$ cat src/rtl/alarm_pkg.sv
// Constants for the alarm monitoring block: register map, bit layout,
// reset values. Assumes a 32-bit APB slave on the device clock.
package alarm_pkg;
  // Register byte offsets
  localparam logic [7:0] OFS_FLAGS = 8'h00; // Alarm event flags, W1C
  localparam logic [7:0] OFS_MASK = 8'h04; // Alarm type mask
  localparam logic [7:0] OFS_CTRL = 8'h08; // Link enable, pin select
  localparam logic [7:0] OFS_SUMMARY = 8'h0c; // Masked summary, RO
  localparam logic [7:0] OFS_LANE = 8'h10; // Lane FIFO error flags, W1C
  localparam logic [7:0] OFS_IRQ_EN = 8'h14; // Interrupt enable
  localparam logic [7:0] OFS_IRQ_CLR = 8'h18; // Interrupt status clear, WO
  localparam logic [7:0] OFS_IRQ_ST = 8'h1c; // Interrupt status, RO
  // Alarm flag positions
  localparam int NUM_ALM = 6;
  localparam int BIT_CPLL = 0;
  localparam int BIT_SPLL = 1;
  localparam int BIT_LINK = 2;
  localparam int BIT_REALIGN = 3;
  localparam int BIT_CLK_UPSET = 4;
  localparam int BIT_FIFO = 5;
  localparam int NUM_LANES = 8;
  // Control fields
  localparam int CTRL_LINK_EN = 0;
  localparam int CTRL_PIN_SEL = 1;
  // Reset values
  localparam logic [NUM_ALM-1:0] MASK_RST = 6'h3f;
  localparam logic [1:0] CTRL_RST = 2'h0;
endpackage : alarm_pkg

$ cat src/rtl/alarm_monitor.sv
// Alarm monitor: sticky alarm flags, mask, summary, status pin, APB regs.
// Assumes alarm inputs are asynchronous to mclk_i, clocks to compare
// are already sampled by the device clock, APB on mclk_i.
//
// The APB slave port and the placing of the registers are this design's own decisions.
`timescale 1ns/1ps
`default_nettype none
// Contract
// - Watch six internal alarm sources
// - Each alarm sets its own flag
// - Flags stick until host writes one
// - Unmasked alarms feed the summary indication
// - Pin goes high on alarm when selected
// - Channel clock mismatch per half-rate cycle flags
// - Clock upset flag held until written one
// - Upset FIFO pointers set lane error flag
// - Link enable toggle resets lane FIFO logic
// - Link disabled holds link block in reset
module alarm_monitor
  import alarm_pkg::*;
(
  input wire logic mclk_i, // Device clock, 250 MHz
  input wire logic rstn_i, // Async reset, active low
  input wire logic psel_i,
  input wire logic penable_i,
  input wire logic pwrite_i,
  input wire logic [7:0] paddr_i,
  input wire logic [31:0] pwdata_i,
  output logic [31:0] prdata_o,
  output logic pready_o,
  output logic pslverr_o,
  input wire logic cpll_unlock_i, // Converter PLL not locked
  input wire logic spll_unlock_i, // Serdes PLL not locked
  input wire logic link_not_data_i, // Link not in data state
  input wire logic realign_i, // Reference pulse realigned clocks
  input wire logic [3:0] chan_a_clk_i, // Channel A internal clock phases
  input wire logic [3:0] chan_b_clk_i, // Channel B internal clock phases
  input wire logic [NUM_LANES-1:0] fifo_upset_i, // Per-lane pointer upset
  output logic link_enable_o, // High lets the link block run
  output logic link_rst_n_o, // Low holds link block and FIFOs in reset
  output logic serializer_pwrdn_o, // High powers serializers down
  output logic link_clk_gate_o, // High gates link clocks on
  output logic status_output_pin_o, // Alarm pin, high active
  output logic summary_alarm_o, // Masked summary indication
  output logic irq_o // Level interrupt
);

  // Two-flop synchronisers for the asynchronous alarm sources
  localparam int SYNC_W = 4 + NUM_LANES;
  logic [SYNC_W-1:0] sync1_q, sync2_q;
  logic [NUM_ALM-1:0] alarm_event_flags_q, alarm_event_flags_d;
  logic [NUM_ALM-1:0] alarm_type_mask_q;
  logic [NUM_LANES-1:0] lane_fifo_error_flags_q, lane_fifo_error_flags_d;
  logic [1:0] ctrl_q;
  logic summary_q; // Registered summary
  logic half_q; // Half-rate device clock enable
  logic mismatch_q; // Mismatch seen in current half-rate cycle
  logic [NUM_ALM-1:0] irq_st_q, irq_en_q;
  logic [SYNC_W-1:0] src_sync;

  // Synchroniser; only the second stage is read by logic
  always_ff @(posedge mclk_i or negedge rstn_i) begin
    if (!rstn_i) begin
      sync1_q <= '0;
      sync2_q <= '0;
    end else begin
      sync1_q <= {fifo_upset_i, realign_i, link_not_data_i,
                  spll_unlock_i, cpll_unlock_i};
      sync2_q <= sync1_q;
    end
  end
  assign src_sync = sync2_q;

  // Bus decode
  wire access_w = psel_i & penable_i;
  wire wr_w = access_w & pwrite_i;
  wire hit_flags = paddr_i == OFS_FLAGS;
  wire hit_mask = paddr_i == OFS_MASK;
  wire hit_ctrl = paddr_i == OFS_CTRL;
  wire hit_sum = paddr_i == OFS_SUMMARY;
  wire hit_lane = paddr_i == OFS_LANE;
  wire hit_ien = paddr_i == OFS_IRQ_EN;
  wire hit_iclr = paddr_i == OFS_IRQ_CLR;
  wire hit_ist = paddr_i == OFS_IRQ_ST;
  wire mapped_w = hit_flags | hit_mask | hit_ctrl | hit_sum | hit_lane |
                  hit_ien | hit_iclr | hit_ist;
  assign pready_o = 1'b1; // Zero-wait access phase
  assign pslverr_o = access_w & ~mapped_w;

  // Link enable drives reset, power and clock gating of the link block
  wire link_en_w = ctrl_q[CTRL_LINK_EN];
  assign link_enable_o = link_en_w;
  assign link_rst_n_o = link_en_w;
  assign serializer_pwrdn_o = ~link_en_w;
  assign link_clk_gate_o = link_en_w;

  // Half-rate clock comparison; any mismatch inside the window counts
  wire clk_diff_w = |(chan_a_clk_i ^ chan_b_clk_i);
  wire upset_w = half_q & (mismatch_q | clk_diff_w);
  always_ff @(posedge mclk_i or negedge rstn_i) begin
    if (!rstn_i) begin
      half_q <= 1'b0;
      mismatch_q <= 1'b0;
    end else begin
      half_q <= ~half_q;
      mismatch_q <= half_q ? 1'b0 : clk_diff_w;
    end
  end

  // Lane FIFO errors only count while the FIFO logic is out of reset
  wire [NUM_LANES-1:0] lane_ev_w = src_sync[SYNC_W-1:4] &
                                  {NUM_LANES{link_en_w}};
  wire [NUM_ALM-1:0] alarm_ev_w;
  assign alarm_ev_w[BIT_CPLL] = src_sync[0];
  assign alarm_ev_w[BIT_SPLL] = src_sync[1];
  assign alarm_ev_w[BIT_LINK] = src_sync[2];
  assign alarm_ev_w[BIT_REALIGN] = src_sync[3];
  assign alarm_ev_w[BIT_CLK_UPSET] = upset_w;
  assign alarm_ev_w[BIT_FIFO] = |lane_ev_w;

  // Sticky flags: set wins over the write-one clear
  wire [NUM_ALM-1:0] flag_clr_w = (wr_w & hit_flags) ?
                                  pwdata_i[NUM_ALM-1:0] : '0;
  wire [NUM_LANES-1:0] lane_clr_w = (wr_w & hit_lane) ?
                                    pwdata_i[NUM_LANES-1:0] : '0;
  always_comb begin
    alarm_event_flags_d = (alarm_event_flags_q & ~flag_clr_w)
                          | alarm_ev_w;
    lane_fifo_error_flags_d = (lane_fifo_error_flags_q & ~lane_clr_w)
                              | lane_ev_w;
  end

  // Interrupt status uses the same layout as the alarm flags
  wire [NUM_ALM-1:0] iclr_w = (wr_w & hit_iclr) ?
                              pwdata_i[NUM_ALM-1:0] : '0;

  // Register state
  always_ff @(posedge mclk_i or negedge rstn_i) begin
    if (!rstn_i) begin
      alarm_event_flags_q <= '0;
      lane_fifo_error_flags_q <= '0;
      alarm_type_mask_q <= MASK_RST;
      ctrl_q <= CTRL_RST;
      summary_q <= 1'b0;
      irq_st_q <= '0;
      irq_en_q <= '0;
    end else begin
      alarm_event_flags_q <= alarm_event_flags_d;
      lane_fifo_error_flags_q <= lane_fifo_error_flags_d;
      irq_st_q <= (irq_st_q & ~iclr_w) | alarm_ev_w;
      // Summary follows flags one cycle later
      summary_q <= |(alarm_event_flags_q &
                     ~alarm_type_mask_q);
      if (wr_w & hit_mask) begin
        alarm_type_mask_q <= pwdata_i[NUM_ALM-1:0];
      end
      if (wr_w & hit_ctrl) begin
        ctrl_q <= pwdata_i[1:0];
      end
      if (wr_w & hit_ien) begin
        irq_en_q <= pwdata_i[NUM_ALM-1:0];
      end
    end
  end

  assign summary_alarm_o = summary_q;
  // Pin shows the summary only when selected as alarm output
  assign status_output_pin_o = ctrl_q[CTRL_PIN_SEL] & summary_q;
  assign irq_o = |(irq_st_q & irq_en_q);

  // Read mux, combinational from registers
  always_comb begin
    prdata_o = '0;
    if (hit_flags) prdata_o[NUM_ALM-1:0] = alarm_event_flags_q;
    if (hit_mask) prdata_o[NUM_ALM-1:0] = alarm_type_mask_q;
    if (hit_ctrl) prdata_o[1:0] = ctrl_q;
    if (hit_sum) prdata_o[0] = summary_q;
    if (hit_lane) prdata_o[NUM_LANES-1:0] = lane_fifo_error_flags_q;
    if (hit_ien) prdata_o[NUM_ALM-1:0] = irq_en_q;
    if (hit_ist) prdata_o[NUM_ALM-1:0] = irq_st_q;
  end
endmodule : alarm_monitor
`default_nettype wire

$ cat config.mk
export PLATFORM = sky130hd
export DESIGN_NAME = alarm_monitor
export DESIGN_NICKNAME = d
export VERILOG_FILES = /design/src/rtl/alarm_pkg.sv /design/src/rtl/alarm_monitor.sv
export SDC_FILE = /design/constraint.sdc
export NUM_CORES = 1
export LEC_CHECK = 0
export BUFFER_PORTS_ARGS = -buffer_cell sky130_fd_sc_hd__buf_2
export CAP_MARGIN = 20
export CORE_MARGIN = 2
export CORE_UTILIZATION = 49
export CTS_CLUSTER_DIAMETER = 50
export DETAILED_ROUTE_END_ITERATION = 10
export GPL_TIMING_DRIVEN = 0
export HOLD_SLACK_MARGIN = 0.08
export PLACE_DENSITY = 0.91
export SYNTH_ARGS = -nofsm -noshare
export SYNTH_HDL_FRONTEND = slang
export SYNTH_SLANG_ARGS = --single-unit
$ cat constraint.sdc
create_clock -name mclk_i -period 1.6 [get_ports mclk_i]
set_clock_uncertainty 0.05 [all_clocks]
set_input_delay 0.24 -clock mclk_i [delete_from_list [all_inputs] [get_ports mclk_i]]
set_output_delay 0.24 -clock mclk_i [all_outputs]
set_load 0.1 [all_outputs]
# Yosys cells after proc, flatten, opt, wreduce, memory -nomap -nowiden

Cells that the tools add are included.

Equal/unequal tests: 7
Multiplexer cells: 11
Bitwise operators: 36
Reduce and logical (&&, ||, !) cells: 5

Operator list:

| kind               | count |
|---|---|
| $mux 6             | 6 |
| $eq 8x5->1 const B | 4 |
| $and 6x6->6        | 4 |
| $not 6->6          | 3 |
| $and 8x8->8        | 2 |
| $eq 8x4->1 const B | 2 |
| $mux 8             | 2 |
| $or 6x6->6         | 2 |
| $reduce_or 6->1    | 2 |
| $and 1x1->1        | 11 |
| $eq 8x3->1 const B | 1 |
| $logic_not 8->1    | 1 |
| $not 8->8          | 1 |
| $or 1x1->1         | 8 |
| $or 8x8->8         | 1 |
| $reduce_or 8->1    | 1 |
| $reduce_or 4->1    | 1 |
| $xor 4x4->4        | 1 |
| $not 1->1          | 3 |
| $mux 1             | 2 |
| $mux 2             | 1 |

Bits in registers: 61
Output and inout port bits: 41
Word-level logic and storage cells: 70

# Longest topological paths before layout

Word-level depth: 10
Depth in mapped cells: 5
Mapped depth without buffers: 4

# Least setup slack after synthesis

Ideal clock, no wire load.

Path type: flip-flop to output port
Start: register summary_q, in the netlist summary_alarm_o
End: output port prdata_o[0]
Arrival: 2.905 ns
Data required time: 1.310 ns
Path slack: -1.595 ns
Stages on the path, launching flop included: 5
Path through: dfrtp_1 -> o21ai_0 -> o32ai_1 -> o311ai_0 -> a21oi_1

Cells in the longest elaborated chain, start to end: 4

RTL lines:

| what                   | line                 | RTL |
|---|---|---|
| from (decl)            | alarm_monitor.sv:55  | `logic summary_q;` |
| from (signal assigned) | alarm_monitor.sv:152 | `summary_q <= \|(alarm_event_flags_q &` |
| $mux 1                 | alarm_monitor.sv:177 | `if (hit_sum) prdata_o[0] = summary_q;` |
| $mux 8                 | alarm_monitor.sv:178 | `if (hit_lane) prdata_o[NUM_LANES-1:0] = lane_fifo_error_flags_q;` |
| $mux 6                 | alarm_monitor.sv:179 | `if (hit_ien) prdata_o[NUM_ALM-1:0] = irq_en_q;` |
| $mux 6                 | alarm_monitor.sv:180 | `if (hit_ist) prdata_o[NUM_ALM-1:0] = irq_st_q;` |
| to (decl)              | alarm_monitor.sv:29  | `output logic [31:0] prdata_o,` |

Every way passes these cells.

# Final worst setup path

Start: register irq_en_q[3]
End: output port prdata_o[3]

Cells in the longest elaborated chain, start to end: 2

RTL lines:

| what                   | line                 | RTL |
|---|---|---|
| from (decl)            | alarm_monitor.sv:58  | `logic [NUM_ALM-1:0] irq_st_q, irq_en_q;` |
| from (signal assigned) | alarm_monitor.sv:161 | `irq_en_q <= pwdata_i[NUM_ALM-1:0];` |
| $mux 6                 | alarm_monitor.sv:179 |  |
| $mux 6                 | alarm_monitor.sv:180 |  |

Every way passes these cells.

==> metrics.txt <==
area occupied by multi-input gates=1310 um2; proportion of synthesized area in mux cells=0.0898; CTS tree=done; power per cell area=966 nW/um2; remaining antenna violation count after routing=0; violations in the final reports=setup timing; clock network power share=0.400; FILL cells=317; transition time at the pin with the least slew margin=0.610 ns; share of the synthesized area in the top cell type=0.494; kind of cell with the highest combined delay on the critical path=multiplexers; type of the worst setup path=flop to output pin; type of origin of the critical path=flop; count of maximum capacitance violations=0; cell type contributing the most total cell area after synthesis=dfrtp_1; post-layout instance area=4240 um2; clock-pin slew reported for the worst setup and hold paths after clock tree synthesis=0.06 ns; cell chain of the critical path=mux4_2, a32o_4, buf_12; number of distinct standard cells referenced by the synthesized netlist=46; core footprint=5510 um2; TritonCTS Buffers=9; Finish-stage setup viols=13; synthesis-to-finish area growth=52.1%; predominant post-synthesis flop cell=dfrtp_1; synth cell count leaders=dfrtp_1, buf_4, nand2_1; maximum frequency from static timing analysis=502 MHz; later-pin clock latency in the skew report=0.34 ns; Diodes inserted=0; Detailed Routing Iterations Pass 1=4; Worst EP required=1.31 ns; Die ar.=6300 um2; Reg2Reg Launch Point=alarm_type_mask_q[0]; flip-flop and latch area=1540 um2; part of the power in registers=0.414; Die X=79.4 um; maximum buffer depth of the clock tree=2; Avg WL per Cell=18.7 um; setup repair after global routing missed its margin=true; Synthesis Warnings=0; DR DRC count=0; placed cell area=3460 um2; largest net degree at the start of global routing=38; leading cell type by number of instances after synthesis=dfrtp_1; Post-Synth Adder-Cell Area=0; Yosys reg bits=61; class of the most critical hold timing path=primary input to flop; largest family of logic cells by synthesized area=compound AO/OA/AOI/OAI gates; total track usage=0.250; leading post-synthesis cells by cell area=dfrtp_1, buf_4, dfstp_2; Clock Tree Root=clkbuf_8; static leakage=1.99 nW; initial antenna violation count=0; Worst Path Arrival=1.70 ns; height of the chip=79.4 um; largest fanout on the critical path=2; Ports=106; switching power as a share of total power=0.287; Hold Startpoint=pwdata_i[4]; starting density of the core=0.506; Hold Violations, Final=0; Port Buf Inserts=56; sum of routed wire length over all layers=8020 um; number of max-slew violations in the final report=0; share of flip-flops with an asynchronous set or reset after synthesis=1.00; H-tree depth reported by CTS=3; post-synthesis xor/xnor area fraction=0.0126; wire length of the first global-routing pass=11400 um; via count of the first global-routing pass=2258; Pwr Total=4.09 mW; cell internal power dissipation=2.92 mW; final period demand of the worst path=1.99 ns; met2 wire length=4270 um; share of final-layout standard cells stronger than drive strength 1=0.497; Logic pwr share=0.186; top metal layer carrying routed signals=met4; post-detailed-placement half-perimeter wirelength=4690 um; Via density=5.31; drt initial violations=252; Mean Syn Cell Area=11.9 um2; Worst path max stage delay=0.50 ns; result of the run=finished with violations; area fraction in and, or, nand and nor cells after synthesis=0.124; net switching power=1.17 mW; origin of the worst setup path=irq_en_q[3]; Met1 Wirelength=2930 um; Via Count=2285; Final #Nets=418; synthesized-area fraction occupied by ao, oa, aoi and oai cells=0.125; Worst Setup Slack, final=-0.392 ns; number of standard-cell rows in the floorplan=27; relative slew slack=0.593; Worst path slowest cell=mux4_2; residual overflow from global routing=0; critical path capture point type=output pin; combined area of all synthesized cells=2790 um2; worst hold slack across all endpoints=0.130 ns; post-route setup TNS=-2.39 ns; sequential cell area fraction in the yosys report=0.551; number of standard cells after synthesis=235; share of the clock period used by the worst path after layout=1.24; VDD IR max=0.000548 V; Sink Count=61; EDFF count, synth=0; Final GP Congestion=0.902; sum of buffers and inverters on the critical path=1; met3 WL post-DR=447 um
-- tightest hold or removal path, delay by kind of cell --
| family | cells | cell delay, ns |
|---|---|---|
| buffers and inverters | 1 | 0.13 |
| and+or+nand+nor | 1 | 0.06 |
| AOI/OAI and AO/OA | 1 | 0.07 |
-- path summary, 6_finish.rpt --
path	slack, ns	end	depth (start not counted)
setup / recovery	-0.39	prdata_o[3]	3
hold / removal	0.13	alarm_type_mask_q[4]	3
setup reg to reg	0.26	summary_alarm_o	3
hold reg to reg	0.29	src_sync[0]	0
max in group asynchronous	0.41	alarm_type_mask_q[4]	3
min in group asynchronous	0.42	ctrl_q[0]	2
-- power by group through the flow --
| stage | clock network, mW | registers (mW) | logic, mW |
|---|---|---|---|
| floorplan | 0 | 1.70 | 0.523 |
| global placement | 0 | 1.71 | 0.649 |
| detailed placement | 0 | 1.71 | 0.665 |
| CTS | 1.64 | 1.69 | 0.732 |
| global route | 1.72 | 1.70 | 0.796 |
| finish | 1.64 | 1.69 | 0.763 |
-- registers in the layout (all words and copies together) (netlist names) --
signal and cells:
alarm_type_mask_q 6, alarm_event_flags_q 6, irq_st_q 6, ctrl_q 2
irq_en_q 6, sync1_q 12, half_q 1, src_sync 12
summary_alarm_o 1, mismatch_q 1, lane_fifo_error_flags_q 8
-- layer usage --
layer / up-vias / track usage
met3: 32 / 0.0452
met5: - / 0
met1: 1113 / 0.283
li1: 1022 / -
met2: 118 / 0.446
met4: 0 / 0.136
-- cell type report --
cell class                      count  area share
Timing Repair Buffer               84       0.180
Buffer                             32      0.0594
Sequential cell                    61       0.364
Inverter                           11      0.0106
Clock inverter                      6      0.0263
Multi-Input combinational cell    154       0.309
Clock buffer                       10      0.0301
Tap cell                           72      0.0213
-- cell families (layout without fill, tap and decap cells) --
| kind of cell | count (synthesis) | after routing |
|---|---|---|
| AOI/OAI and AO/OA | 47 | 47 |
| xor gates and xnor gates | 4 | 4 |
| buffers and inverters | 43 | 143 |
| DFF | 61 | 61 |
| muxes | 21 | 21 |
| other | 2 | 25 |
| and+or+nand+nor | 57 | 57 |
-- timing repair --
| item | in CTS | in global routing |
|---|---|---|
| endpoints found under the hold margin | 35 | 0 |
| hold buffers | 13 | 0 |
| buffers inserted | 7 | 7 |
| gates resized for setup | 63 | 15 |
| pin swaps | 9 | 8 |
| endpoints found under the setup margin | 19 | 33 |
-- stage by stage --
stage,instances,util,setup WS (ns)
after floorplan,258,-,-0.258
after global placement,386,0.624,-0.643
after detailed placement,387,0.628,-0.649
after CTS,423,0.749,-0.374
after global routing,430,0.769,-0.409
final,430,0.769,-0.392
-- placed cells by master, fill, tap and decap left out, types with 3 or more instances in the layout --
cell type and n:
mux2_2 12, clkbuf_8 10, buf_8 4, conb_1 25
dlygate4sd3_1 13, inv_1 10, buf_4 37, nor3_4 5
mux2i_1 7, buf_6 6, buf_12 12, a22o_1 8
xnor2_1 4, o21ai_0 4, nor2_1 3, clkbuf_4 3
dfrtp_1 53, a21o_1 10, bufinv_16 3, dfstp_2 6
nand2_1 24, buf_2 39
(Power assumes the default switching activity.)
